$ cat config.mk
export PLATFORM = sky130hd
export DESIGN_NAME = imcp_control_port
export DESIGN_NICKNAME = d
export VERILOG_FILES = /design/src/rtl/imcp_pkg.sv /design/src/rtl/imcp_pin_sync.sv /design/src/rtl/imcp_bus_events.sv /design/src/rtl/imcp_control_port.sv
export SDC_FILE = /design/constraint.sdc
export NUM_CORES = 1
export LEC_CHECK = 0
export BUFFER_PORTS_ARGS = -buffer_cell sky130_fd_sc_hd__clkbuf_2
export CAP_MARGIN = 20
export CORE_MARGIN = 3
export CORE_UTILIZATION = 42
export DETAILED_ROUTE_END_ITERATION = 7
export PLACE_DENSITY_LB_ADDON = 0.2
export SETUP_SLACK_MARGIN = 0.05
export SLEW_MARGIN = 20
export SYNTH_ARGS = -nofsm -noshare
export SYNTH_HDL_FRONTEND = slang
export SYNTH_SLANG_ARGS = --single-unit
$ cat constraint.sdc
create_clock -name clk_sys -period 3.45 [get_ports clk_sys]
set_input_delay 0.5175 -clock clk_sys [delete_from_list [all_inputs] [get_ports clk_sys]]
set_output_delay 0.5175 -clock clk_sys [all_outputs]
set_load 0.1 [all_outputs]
$ cat src/rtl/imcp_pkg.sv
// Package of constants and types shared by the two-wire mode control port.
package imcp_pkg;
	// Fixed upper six bits of the 7-bit bus address; the low bit comes from the select pin.
	localparam logic [5:0] DEV_ADDR_HI = 6'h23;
	// Register index window and the value at which the index wraps.
	localparam logic [7:0] IDX_FIRST = 8'h40;
	localparam logic [7:0] IDX_LAST = 8'h49;
	localparam logic [7:0] IDX_WRAP = 8'h4a;
	localparam int REG_COUNT = 10;
	localparam logic [3:0] BYTE_BITS = 4'h8;
	// Register offsets.
	localparam logic [7:0] OFS_POWER_AND_RESET_CONTROL = 8'h40;
	localparam logic [7:0] OFS_PLAYBACK_LEVEL_FIRST = 8'h41;
	localparam logic [7:0] OFS_PLAYBACK_LEVEL_SECOND = 8'h42;
	localparam logic [7:0] OFS_PLAYBACK_INTERFACE_SETUP = 8'h43;
	localparam logic [7:0] OFS_PLAYBACK_RATE_PHASE_MUTE = 8'h44;
	localparam logic [7:0] OFS_PLAYBACK_FILTER_ZERO_FLAGS = 8'h45;
	localparam logic [7:0] OFS_RECORD_LEVEL_FIRST = 8'h46;
	localparam logic [7:0] OFS_RECORD_LEVEL_SECOND = 8'h47;
	localparam logic [7:0] OFS_RECORD_INTERFACE_SETUP = 8'h48;
	localparam logic [7:0] OFS_RECORD_FILTER_PHASE_MUTE = 8'h49;
	// Bit positions in the power and reset control register.
	localparam int BIT_REGISTER_RESET = 7;
	localparam int BIT_RESYNC_RESET = 6;
	localparam int BIT_RECORD_POWER_SAVE = 5;
	localparam int BIT_PLAYBACK_POWER_SAVE = 4;
	localparam int BIT_OUTPUT_SINGLE_ENDED = 0;
	// Reset values: both reset bits idle high, both paths in power save, differential output.
	localparam logic [7:0] RST_POWER_AND_RESET_CONTROL = 8'hf0;
	// Playback level 0 dB is the all-ones code.
	localparam logic [7:0] RST_PLAYBACK_LEVEL = 8'hff;
	// Record level spans +20 dB to -100 dB from the all-ones code down, so 0 dB sits 40 steps below it.
	localparam logic [7:0] RST_RECORD_LEVEL = 8'hd7;
	// Clock select, slave mode, I2S format, low oversampling, normal phase, unmuted, sharp rolloff.
	localparam logic [7:0] RST_PLAYBACK_INTERFACE_SETUP = 8'h00;
	localparam logic [7:0] RST_PLAYBACK_RATE_PHASE_MUTE = 8'h00;
	localparam logic [7:0] RST_PLAYBACK_FILTER_ZERO_FLAGS = 8'h00;
	localparam logic [7:0] RST_RECORD_INTERFACE_SETUP = 8'h00;
	localparam logic [7:0] RST_RECORD_FILTER_PHASE_MUTE = 8'h00;
	// Whole bank of reset values, lowest index in the lowest byte.
	localparam logic [REG_COUNT-1:0][7:0] RST_BANK = {
		RST_RECORD_FILTER_PHASE_MUTE, RST_RECORD_INTERFACE_SETUP,
		RST_RECORD_LEVEL, RST_RECORD_LEVEL,
		RST_PLAYBACK_FILTER_ZERO_FLAGS, RST_PLAYBACK_RATE_PHASE_MUTE,
		RST_PLAYBACK_INTERFACE_SETUP, RST_PLAYBACK_LEVEL, RST_PLAYBACK_LEVEL,
		RST_POWER_AND_RESET_CONTROL};
	// Receiver states.
	typedef enum logic [2:0] {
		IMCP_IDLE = 3'b000,
		IMCP_ADDR = 3'b001,
		IMCP_ADDR_ACK = 3'b010,
		IMCP_INDEX = 3'b011,
		IMCP_INDEX_ACK = 3'b100,
		IMCP_DATA = 3'b101,
		IMCP_DATA_ACK = 3'b110,
		IMCP_IGNORE = 3'b111
	} imcp_state_t;
endpackage

$ cat src/rtl/imcp_pin_sync.sv
// Three-stage pin synchroniser that accepts a change once the last two stages agree.
`timescale 1ns/100ps
module imcp_pin_sync
	import imcp_pkg::*;
#(
	parameter int WIDTH = 3,
	parameter logic [WIDTH-1:0] RESET_LEVEL = '1
)
(
	input wire logic clk_sys, // System clock.
	input wire logic rst, // Synchronous reset, active high.
	input wire logic [WIDTH-1:0] pin_in, // Asynchronous pin levels.
	output logic [WIDTH-1:0] level_out // Accepted levels.
);
	typedef struct packed {
		logic [WIDTH-1:0] s1;
		logic [WIDTH-1:0] s2;
		logic [WIDTH-1:0] s3;
		logic [WIDTH-1:0] level;
	} imcp_sync_t;

	imcp_sync_t sync_reg;
	imcp_sync_t sync_next;

	// The first stage feeds only the second; the agreement test looks at stages two and three,
	// which rejects a single-cycle glitch at the cost of one extra cycle of latency.
	always_comb
	begin
		sync_next.s1 = pin_in;
		sync_next.s2 = sync_reg.s1;
		sync_next.s3 = sync_reg.s2;
		sync_next.level = (~(sync_reg.s2 ^ sync_reg.s3) & sync_reg.s3)
			| ((sync_reg.s2 ^ sync_reg.s3) & sync_reg.level);
	end

	// State register with synchronous reset to the idle bus level.
	always_ff @(posedge clk_sys)
	begin
		if (rst)
		begin
			sync_reg <= {RESET_LEVEL, RESET_LEVEL, RESET_LEVEL, RESET_LEVEL};
		end
		else
		begin
			sync_reg <= sync_next;
		end
	end

	assign level_out = sync_reg.level;
endmodule

$ cat src/rtl/imcp_bus_events.sv
// Detector of start, stop and clock edges on the synchronised two-wire bus.
`timescale 1ns/100ps
module imcp_bus_events
	import imcp_pkg::*;
(
	input wire logic clk_sys, // System clock.
	input wire logic rst, // Synchronous reset, active high.
	input wire logic scl_level, // Synchronised clock line.
	input wire logic sda_level, // Synchronised data line.
	output logic start_seen, // Start or repeated start, one cycle.
	output logic stop_seen, // Stop, one cycle.
	output logic scl_rise, // Clock line rose, one cycle.
	output logic scl_fall // Clock line fell, one cycle.
);
	typedef struct packed {
		logic scl_prev;
		logic sda_prev;
	} imcp_edge_t;

	imcp_edge_t edge_reg;
	imcp_edge_t edge_next;

	// Previous levels; both lines idle high.
	always_comb
	begin
		edge_next.scl_prev = scl_level;
		edge_next.sda_prev = sda_level;
	end

	always_ff @(posedge clk_sys)
	begin
		if (rst)
		begin
			edge_reg <= 2'b11;
		end
		else
		begin
			edge_reg <= edge_next;
		end
	end

	// A data change while the clock stays high is a bus condition, never a data bit.
	assign start_seen = scl_level & edge_reg.scl_prev & edge_reg.sda_prev & ~sda_level;
	assign stop_seen = scl_level & edge_reg.scl_prev & ~edge_reg.sda_prev & sda_level;
	assign scl_rise = scl_level & ~edge_reg.scl_prev;
	assign scl_fall = ~scl_level & edge_reg.scl_prev;
endmodule

$ cat src/rtl/imcp_control_port.sv
// Two-wire mode control port: write-only bus slave and the ten mode control registers.
`timescale 1ns/100ps
module imcp_control_port
	import imcp_pkg::*;
(
	input wire logic clk_sys, // System clock, 125 MHz.
	input wire logic rst, // Synchronous reset, active high.
	input wire logic scl_in, // Bus clock line level.
	input wire logic sda_in, // Bus data line level.
	output logic sda_out, // Data line drive value, always low.
	output logic sda_oe, // High while pulling the data line low.
	input wire logic address_select_pin, // Low bit of the bus address.
	input wire logic port_select, // High hands the registers to the three-wire port.
	input wire logic alt_wr_en, // Three-wire port write strobe.
	input wire logic [7:0] alt_wr_index, // Three-wire port register index.
	input wire logic [7:0] alt_wr_data, // Three-wire port write data.
	output logic [7:0] power_and_reset_control, // Register 0x40.
	output logic [7:0] playback_level_first, // Register 0x41.
	output logic [7:0] playback_level_second, // Register 0x42.
	output logic [7:0] playback_interface_setup, // Register 0x43.
	output logic [7:0] playback_rate_phase_mute, // Register 0x44.
	output logic [7:0] playback_filter_zero_flags, // Register 0x45.
	output logic [7:0] record_level_first, // Register 0x46.
	output logic [7:0] record_level_second, // Register 0x47.
	output logic [7:0] record_interface_setup, // Register 0x48.
	output logic [7:0] record_filter_phase_mute, // Register 0x49.
	output logic register_reset_pulse, // Registers returned to defaults.
	output logic resync_pulse, // Converter resynchronisation request.
	output logic bus_selected // Device is addressed in the current transfer.
);
	// All receiver and register state in one packed record, registered in one place.
	typedef struct packed {
		imcp_state_t state;
		logic [7:0] shift;
		logic [3:0] bit_count;
		logic [7:0] index;
		logic ack_drive;
		logic [REG_COUNT-1:0][7:0] bank;
		logic reg_reset_pulse;
		logic resync_pulse;
	} imcp_ctrl_t;

	// Registered state and the next value that the single combinational block builds.
	imcp_ctrl_t ctrl_reg;
	imcp_ctrl_t ctrl_next;
	// Synchronised pin levels and the bus conditions derived from them.
	logic scl_level;
	logic sda_level;
	logic adr_level;
	logic start_seen;
	logic stop_seen;
	logic scl_rise;
	logic scl_fall;
	// Write request shared by both control ports, so the bank has exactly one write path.
	logic commit_en;
	logic [7:0] commit_idx;
	logic [7:0] commit_data;

	// True for an index inside the defined register window.
	// Used for the bus index byte, the running bus index and the three-wire port index.
	function automatic logic idx_valid(input logic [7:0] idx);
		idx_valid = (idx >= IDX_FIRST) && (idx <= IDX_LAST);
	endfunction

	// Next index after a received byte, wrapping at the end of the window.
	function automatic logic [7:0] idx_next(input logic [7:0] idx);
		logic [7:0] inc;
		inc = idx + 8'h01;
		idx_next = (inc == IDX_WRAP) ? IDX_FIRST : inc;
	endfunction

	// Bank slot of a valid index.
	// Callers check the index first, so only the low four bits of the difference can be set.
	function automatic logic [3:0] idx_slot(input logic [7:0] idx);
		logic [7:0] diff;
		diff = idx - IDX_FIRST;
		idx_slot = diff[3:0];
	endfunction

	// All three bus pins arrive from outside the clock domain.
	// The select pin shares the same latency and only matters at an address decision.
	imcp_pin_sync #(
		.WIDTH(3),
		.RESET_LEVEL(3'h7)
	) u_pin_sync (
		.clk_sys(clk_sys),
		.rst(rst),
		.pin_in({address_select_pin, sda_in, scl_in}),
		.level_out({adr_level, sda_level, scl_level})
	);

	// Oversampling at the system clock resolves both bus speeds with a wide margin.
	imcp_bus_events u_bus_events (
		.clk_sys(clk_sys),
		.rst(rst),
		.scl_level(scl_level),
		.sda_level(sda_level),
		.start_seen(start_seen),
		.stop_seen(stop_seen),
		.scl_rise(scl_rise),
		.scl_fall(scl_fall)
	);

	// Receiver sequencing and register commit. The master frames every transfer, so a stop
	// or a new start always returns the receiver to a known point, even mid-byte.
	always_comb
	begin
		ctrl_next = ctrl_reg;
		// Pulses fall by default, so each lasts exactly one cycle.
		ctrl_next.reg_reset_pulse = 1'b0;
		ctrl_next.resync_pulse = 1'b0;
		// The bus receiver is the default write source; the three-wire port overrides it below.
		commit_en = 1'b0;
		commit_idx = ctrl_reg.index;
		commit_data = ctrl_reg.shift;
		if (port_select)
		begin
			// The three-wire port owns the registers; the bus side stays silent.
			// Parking the receiver in idle means that handing the port back never resumes a stale transfer.
			ctrl_next.state = IMCP_IDLE;
			ctrl_next.ack_drive = 1'b0;
			commit_en = alt_wr_en && idx_valid(alt_wr_index);
			commit_idx = alt_wr_index;
			commit_data = alt_wr_data;
		end
		else if (stop_seen)
		begin
			// A byte cut short by a stop is dropped without any write.
			ctrl_next.state = IMCP_IDLE;
			ctrl_next.ack_drive = 1'b0;
		end
		else if (start_seen)
		begin
			// A repeated start abandons any byte in progress and listens for an address again.
			ctrl_next.state = IMCP_ADDR;
			ctrl_next.bit_count = 4'h0;
			ctrl_next.ack_drive = 1'b0;
		end
		else
		begin
			case (ctrl_reg.state)
				// Nothing on the bus concerns us until a start condition.
				IMCP_IDLE:
				begin
					ctrl_next.ack_drive = 1'b0;
				end

				// The three byte phases share one shifter; the state says what a complete byte means.
				// The decision falls on the clock fall after the eighth bit, so the acknowledge begins
				// while the clock is low and the master sees it settled before the ninth rising edge.
				IMCP_ADDR, IMCP_INDEX, IMCP_DATA:
				begin
					if (scl_rise && (ctrl_reg.bit_count < BYTE_BITS))
					begin
						// Most significant bit arrives first.
						ctrl_next.shift = {ctrl_reg.shift[6:0], sda_level};
						ctrl_next.bit_count = ctrl_reg.bit_count + 4'h1;
					end
					else if (scl_fall && (ctrl_reg.bit_count == BYTE_BITS))
					begin
						ctrl_next.bit_count = 4'h0;
						if (ctrl_reg.state == IMCP_ADDR)
						begin
							// Write direction only: a matching read address is not answered.
							if ((ctrl_reg.shift[7:2] == DEV_ADDR_HI)
								&& (ctrl_reg.shift[1] == adr_level)
								&& !ctrl_reg.shift[0])
							begin
								ctrl_next.state = IMCP_ADDR_ACK;
								ctrl_next.ack_drive = 1'b1;
							end
							else
							begin
								ctrl_next.state = IMCP_IGNORE;
							end
						end
						else if (ctrl_reg.state == IMCP_INDEX)
						begin
							// The index is kept even when refused; nothing is written through it before a new index.
							ctrl_next.index = ctrl_reg.shift;
							if (idx_valid(ctrl_reg.shift))
							begin
								ctrl_next.state = IMCP_INDEX_ACK;
								ctrl_next.ack_drive = 1'b1;
							end
							else
							begin
								ctrl_next.state = IMCP_IGNORE;
							end
						end
						// An accepted index never leaves the window, so this refusal only guards a corrupted index.
						else if (idx_valid(ctrl_reg.index))
						begin
							ctrl_next.state = IMCP_DATA_ACK;
							ctrl_next.ack_drive = 1'b1;
						end
						else
						begin
							ctrl_next.state = IMCP_IGNORE;
						end
					end
				end

				// Hold the acknowledge through the whole ninth clock and release it only once the clock
				// is low again, so the data line never moves while the clock is high.
				IMCP_ADDR_ACK:
				begin
					if (scl_fall)
					begin
						ctrl_next.state = IMCP_INDEX;
						ctrl_next.ack_drive = 1'b0;
					end
				end

				// Index acknowledged; the next byte is the first data byte.
				IMCP_INDEX_ACK:
				begin
					if (scl_fall)
					begin
						ctrl_next.state = IMCP_DATA;
						ctrl_next.ack_drive = 1'b0;
					end
				end

				// Commit on the rising clock of the acknowledge, then return for the next byte on its fall.
				IMCP_DATA_ACK:
				begin
					if (scl_rise)
					begin
						// The master has clocked the acknowledge: the byte is now final.
						commit_en = 1'b1;
						ctrl_next.index = idx_next(ctrl_reg.index);
					end
					else if (scl_fall)
					begin
						ctrl_next.state = IMCP_DATA;
						ctrl_next.ack_drive = 1'b0;
					end
				end

				// Not addressed or refused: keep off the bus until a stop or a new start.
				IMCP_IGNORE:
				begin
					ctrl_next.ack_drive = 1'b0;
				end

				// All eight 3-bit codes name a state; this branch only returns an unknown state value to idle rather than locking up the port.
				default:
				begin
					ctrl_next.state = IMCP_IDLE;
					ctrl_next.ack_drive = 1'b0;
				end
			endcase
		end
		// Register write path shared by both control ports.
		// Both sources check the index first, so no write outside the window gets this far.
		if (commit_en)
		begin
			if ((commit_idx == OFS_POWER_AND_RESET_CONTROL) && !commit_data[BIT_REGISTER_RESET])
			begin
				// Defaults reload the register reset bit as one, so it self-clears.
				ctrl_next.bank = RST_BANK;
				ctrl_next.reg_reset_pulse = 1'b1;
			end
			else if (commit_idx == OFS_POWER_AND_RESET_CONTROL)
			begin
				// Both reset bits always read back as one; the resync leaves the bank intact.
				ctrl_next.bank[idx_slot(commit_idx)] = commit_data
					| (8'h01 << BIT_REGISTER_RESET) | (8'h01 << BIT_RESYNC_RESET);
				ctrl_next.resync_pulse = !commit_data[BIT_RESYNC_RESET];
			end
			else
			begin
				ctrl_next.bank[idx_slot(commit_idx)] = commit_data;
			end
		end
	end

	// State register; the bank reset values carry every register default.
	// Shifter and counter are cleared too, although a start condition clears the counter and eight new bits fill the shifter before use.
	always_ff @(posedge clk_sys)
	begin
		if (rst)
		begin
			ctrl_reg.state <= IMCP_IDLE;
			ctrl_reg.shift <= 8'h00;
			ctrl_reg.bit_count <= 4'h0;
			ctrl_reg.index <= IDX_FIRST;
			ctrl_reg.ack_drive <= 1'b0;
			ctrl_reg.bank <= RST_BANK;
			ctrl_reg.reg_reset_pulse <= 1'b0;
			ctrl_reg.resync_pulse <= 1'b0;
		end
		else
		begin
			ctrl_reg <= ctrl_next;
		end
	end

	// Open-drain data line: only ever pulled low, for an acknowledge.
	assign sda_out = 1'b0;
	assign sda_oe = ctrl_reg.ack_drive;
	assign register_reset_pulse = ctrl_reg.reg_reset_pulse;
	assign resync_pulse = ctrl_reg.resync_pulse;
	// Selected from our address acknowledge until the transfer ends or a byte is refused.
	assign bus_selected = (ctrl_reg.state != IMCP_IDLE) && (ctrl_reg.state != IMCP_ADDR)
		&& (ctrl_reg.state != IMCP_IGNORE);

	// Register contents, each byte at its own port.
	// Each port is a plain wire from a bank flop, so a register output never glitches.
	assign power_and_reset_control = ctrl_reg.bank[0];
	assign playback_level_first = ctrl_reg.bank[1];
	assign playback_level_second = ctrl_reg.bank[2];
	assign playback_interface_setup = ctrl_reg.bank[3];
	assign playback_rate_phase_mute = ctrl_reg.bank[4];
	assign playback_filter_zero_flags = ctrl_reg.bank[5];
	assign record_level_first = ctrl_reg.bank[6];
	assign record_level_second = ctrl_reg.bank[7];
	assign record_interface_setup = ctrl_reg.bank[8];
	assign record_filter_phase_mute = ctrl_reg.bank[9];
endmodule

# == Word-level counts from Yosys, hierarchy flattened ==
# Index checks and enable logic that the tools add are counted.
# totals
regBits,120
elab_cells,164
# classes
add_sub_neg,3
order_cmp,9
n_eq_ne,28
mux,44
bitwise,21
n_reduce_logical,35
# ops
op,n
80-bit bitwise mux,2
80-bit two-way mux,2
8-bit two-way mux,7
8-bit demux with 4-bit select,1
"8-bit by 7-bit greater-or-equal comparator with 1-bit output, second input constant",3
"8-bit by 7-bit less-or-equal comparator with 1-bit output, second input constant",3
3-bit two-way mux,8
"3-bit inequality test, second input constant",6
"8-bit by 7-bit == test with 1-bit output, second input constant",2
8-bit one-hot mux with 2 select lines,1
1-bit two-way mux,15
5-bit AND reduction,3
"2-bit inequality test, second input constant",7
13-bit two-way mux,1
"3-bit == test, second input constant",4
1-bit logical AND,12
4-bit two-way mux,3
3-bit one-hot mux with 4 select lines,1
9-bit two-way mux,1
1-bit NOT,9
9-bit AND reduction,1
"8-bit by 1-bit adder with 8-bit output, second input constant",1
"4-bit inequality test, second input constant",2
4-bit OR reduction,2
other kinds (28),43

# == Logic depth before layout (Yosys ltp) ==
# depth
ltp_word,9
depth_mapped,9
mapped_depth_nobuf,8

# == By module ==
# Synthesis repeated with hierarchy kept, for this count alone.
# hier_totals
hier_cells,614
hier_area_um2,5631.7
# by_module_without_submodules
mod,instances,cells_per_inst,area_per_inst_um2,seq_area_each_um2
imcp_control_port,1,572,5167.5,2122.0
imcp_pin_sync,1,34,379.1,240.2
imcp_bus_events,1,8,85.1,40.0

# == Worst setup path after synthesis ==
# Ideal clock, no wire load.
# synth_path
kind,flip-flop to output port
startpoint,register ctrl_reg[105] in the netlist's numbering
endpoint,output port bus_selected
arrival_ps,1968
path_slack_ps,965
path_stages_with_launch,4
path_buffers,1
cell_sequence,dfxtp_1 clkbuf_1 nor2_1 nor2_1
# synth_via
elab_chain_len,3
elab_cells_between_ends,5
classes_between,2 x eq/ne; 3 x reduce/logical
# synth_rtl
item,line_no,text
start: declaration,imcp_control_port.sv:44,imcp_ctrl_t ctrl_reg;
start signal: assignment,imcp_control_port.sv:296,ctrl_reg <= ctrl_next;
3-bit by 1-bit inequality test with 1-bit output / 3-bit nonzero test (equally long branches),imcp_control_port.sv:306,assign bus_selected = (ctrl_reg.state != IMCP_IDLE) && (ctrl_reg.state != IMCP_ADDR)
1-bit logical AND,imcp_control_port.sv:306,
1-bit logical AND *,imcp_control_port.sv:307,&& (ctrl_reg.state != IMCP_IGNORE);
end: declaration,imcp_control_port.sv:29,output logic bus_selected
# Every way passes the cells marked *; elsewhere a longest branch is shown, timed or not.

# == Final worst setup path ==
# layout_path
startpoint,register u_bus_events.edge_reg[1] in the netlist's numbering
endpoint,"register ctrl_reg, in the netlist playback_rate_phase_mute[6]"
# layout_via
elab_chain_len,7
elab_cells_between_ends,12
classes_between,5 x mux; 7 x bitwise
# layout_rtl
item,line_no,text
start: declaration,imcp_bus_events.sv:20,imcp_edge_t edge_reg;
start signal: assignment,imcp_bus_events.sv:38,edge_reg <= edge_next;
1-bit NOT,imcp_bus_events.sv:45,assign scl_rise = scl_level & ~edge_reg.scl_prev;
1-bit AND,imcp_bus_events.sv:45,
1-bit two-way mux,imcp_control_port.sv:228,if (scl_rise)
1-bit two-way mux,imcp_control_port.sv:141,case (ctrl_reg.state)
1-bit two-way mux,imcp_control_port.sv:132,else if (start_seen)
1-bit two-way mux *,imcp_control_port.sv:126,else if (stop_seen)
1-bit two-way mux *,imcp_control_port.sv:116,if (port_select)
# Marked as above.
# A chain may end at the register's enable or synchronous reset.

==> results.md <==
- The later pin in the worst-skew pair is clocked with a latency of 0.41 ns.
- Wires add up to 15.0 mm.
- By count the netlist is led by dfxtp_1 (120), buf_4 (82), nor2_1 (61).
- After detailed routing, no signal wire sits above met4.
- The H-tree generated during clock tree synthesis spans 4 levels.
- The worst setup slack before clock tree synthesis is 0.740 ns.
- Cells fill 48.5% of the core in the end.
- On the critical path, the stage with the largest delay is an instance of nor2_2.
- After routing, the total negative slack on setup checks comes to 0 ns.
- The post-route antenna net violation count is 0.
- Sequential elements use 41.9% of the synthesized area.
- Synthesis inferred 120 register bits.
- After the first detailed-routing iteration, the DRC count stood at 387.
- After clock tree synthesis, the clock-pin slew on the worst setup and hold paths is 0.05 ns.
- In the post-route analysis, the smallest setup slack over all paths is 0.920 ns.
- Yosys printed 0 warnings.
- The routed via count is 4,672.
- The placement row count is 42.
- The congestion estimate from routability-driven global placement came to 0.869.
- The kind of end point of the critical path is a register.
- The boundary pin count is 108.
- The post-synthesis to final-layout area growth is 12.4%.
- Global routing used 20.2% of the available tracks.
- The routed wire length on met3 is 1.17 mm.
- The number of diodes is 0.
- The worst pin sits at a relative slew slack of 30.2%.
- The die is 123 microns wide.
- The hold buffer count at cts is 0.
- Among all cell types in the netlist, the one instantiated most often is dfxtp_1.
- The setup violation total in the final timing report is 0.
- Setup repair after global routing left no endpoint under its margin.
- The post-route netlist has 26.8% of its cells at a drive strength greater than 1.
- The number of instances in the synthesized netlist is 648.
- The worst path uses 73.3% of the clock period.
- In the final design database the tool counted 699 nets.
- Using the TritonRoute via totals, the vias-per-cell ratio works out to 5.43.
- The commonest register cell after synthesis is dfxtp_1.
- Synthesis produced a netlist with a net count of 676.
- The largest single stage delay on the critical path is 0.81 ns.
- At the worst endpoint, the required time is 3.74 ns.
- The worst supply voltage drop on vdd is 0.000334 V.
- Before antenna repair, the detailed router went through 5 iterations.
- The number of inserted filler cells in the final layout is 1,262.
- The number of gates resized after CTS was 0.
- Detailed routing placed a total of 6.69 mm of wire on met2.
- For the final database, setup skew stands at 0.0216 ns.
- The detailed-route DRC error count is 0.
- The die span in y is 123 microns.
- The async set or reset register ratio after synthesis is 0%.
- In the post-synthesis netlist, the biggest area contributors are dfxtp_1 (42%), buf_4 (11%), a22o_1 (4.3%).
- The time the worst path needs with I/O delays and setup is 2.53 ns.
- The pin count of the biggest net entering global routing is 39.
- The critical path goes through nand2b_1, nor3_1, nor2_2, buf_4, nor2_1, nand3_1, a2bb2o_1.
- The mapped cell area is 5730 sq um.
- Data arrives at the worst endpoint at 2.82 ns.
- The count of buffers added on input and output ports is 106.
- Summed over all layers, the global routing overflow is 0.
- The synthesized design contains 0 enable-type register cells.
- For this run, the top clock speed supported by timing is 0.395 GHz.
- Buffers inserted during clock tree synthesis total 17.
- In this run the power density over the cells is 524 nW/um^2.
- In this run the worst hold path is classified as in2reg.
- The number of pins with negative max-slew slack in the final report is 0.
- The post-CTS repair timing setup buffer count is 0.
- The register with the most flip-flops in the layout has 23 of them.
- The number of library cell types mapped by synthesis is 64.
- The detailed-route wire length on metal 1 is 6.84 mm.
- Summed over all instances, the cell type with the most area after synthesis is dfxtp_1.
- Power comes to 3.38 mW.
- The clock sink count is 120.
- Along the worst path, the maximum fanout reaches 23.
- The total count of hold-check failures in the final report is 0.
- The worst setup path is of the reg2reg kind.
- The via count of the first global-routing pass was 4,462.
- The post-synthesis area per instance is 8.85 sq um.
- The initial antenna violation count is 0.
- In the final routed layout, each cell accounts on average for 17.4 microns.
- The flow ran to the end, and the final reports show no timing, DRC or antenna violations.
- Max-cap violations in this run came to 0.
- The portion of synthesized cell area occupied by the leading cell type is 41.9%.
- The area enclosed by the die boundary is 15,100 sq um.
- The placed wire-length estimate after detailed placement is 10.9 mm.
- The TritonCTS clock tree is built.
- The floorplan core area is 13,300 sq um.
- The first global-routing pass estimated 23.6 mm of wire.
- For this configuration, the core starts out at a cell density of 43.1%.
- For the pin with the worst max-slew slack, the measured transition is 1.05 ns.
- The critical path's top delay family is simple AND/OR/NAND/NOR gates.
- Counting both buffers and inverters, the worst setup path holds a total of 1.
- The worst setup path is launched from a register.
- The root buffer cell chosen for the clock tree is clkbuf_16.
- For this design the static power due to leakage is 2.46 nW.
- The maximum buffer depth of the clock tree is 2.
-- cell families after synthesis --
logic type	after synthesis	share of synthesized area, %
other	1	0.0654
and+or+nand+nor	201	17.3
DFF	120	41.9
xor gates and xnor gates	4	0.611
AOI/OAI and AO/OA	166	20.9
adders and majority gates	5	1.09
muxes	23	4.17
buffers and inverters	128	14.0
-- power breakdown --
part,switching (mW),total (mW),internal (mW)
clock network,0.626,1.84,1.21
logic,0.101,0.144,0.0428
registers,0.00240,1.39,1.39
-- metal layers --
| layer | vias to the layer above | track usage (%) |
|---|---|---|
| met5 | - | 0 |
| met4 | 0 | 7.98 |
| met3 | 22 | 5.35 |
| met2 | 180 | 30.4 |
| met1 | 2195 | 27.5 |
| li1 | 2275 | - |
-- metrics by stage --
step	instances	hold WS [ns]	cell area [sq um]
final	860	0.287	6440
after global routing	860	0.289	6440
after CTS	860	0.282	6440
after detailed placement	828	0.398	5820
after global placement	828	0.402	5820
after floorplan	648	0.389	5730
-- placed cells by master (no fill, tap or decap), types with 6 or more instances in the layout --
cell type  count
dfxtp_1      120
clkbuf_2     105
nor2_1        60
a21oi_1       46
nand2_1       45
nor3_1        29
a22o_1        28
o21ai_0       19
clkbuf_16     17
inv_1         16
mux2i_1       16
or2_2         15
o32ai_1       13
buf_4         10
nand2b_1       9
nand3_1        9
nor2b_1        8
a2bb2oi_1      8
mux2_2         7
a22oi_1        6
a21oi_2        6
-- final timing paths --
path	from	end	slack, ns	depth (start not counted)
worst max-delay path	u_bus_events.edge_reg[1]$_SDFF_PP1_	playback_rate_phase_mute[6]$_SDFFE_PP0P_	0.92	7
worst min-delay path	sda_in	u_pin_sync.sync_next[7]$_SDFF_PP1_	0.29	2
worst max register to register	u_bus_events.edge_reg[1]$_SDFF_PP1_	playback_rate_phase_mute[6]$_SDFFE_PP0P_	0.92	7
worst min register to register	u_pin_sync.sync_next[6]$_SDFF_PP1_	u_pin_sync.sync_next[3]$_SDFF_PP1_	0.41	1
-- cell type report --
type | count | area, sq um | share of cell area [%]
flip-flops and latches | 120 | 2400 | 37.3
repair buffers | 116 | 606 | 9.40
clock inverters | 10 | 143 | 2.21
inverters | 16 | 60.1 | 0.932
clock buffers | 22 | 484 | 7.51
well taps | 176 | 220 | 3.42
multi-input cells | 400 | 2530 | 39.2
-- worst reg2reg max path, stage by stage (launching register included) --
cell	delay (ns)
dfxtp_1	0.39
nand2b_1	0.31
nor3_1	0.14
nor2_2	0.81
buf_4	0.30
nor2_1	0.05
nand3_1	0.13
a2bb2o_1	0.28
No activity file was read; power rests on OpenSTA's default activity.
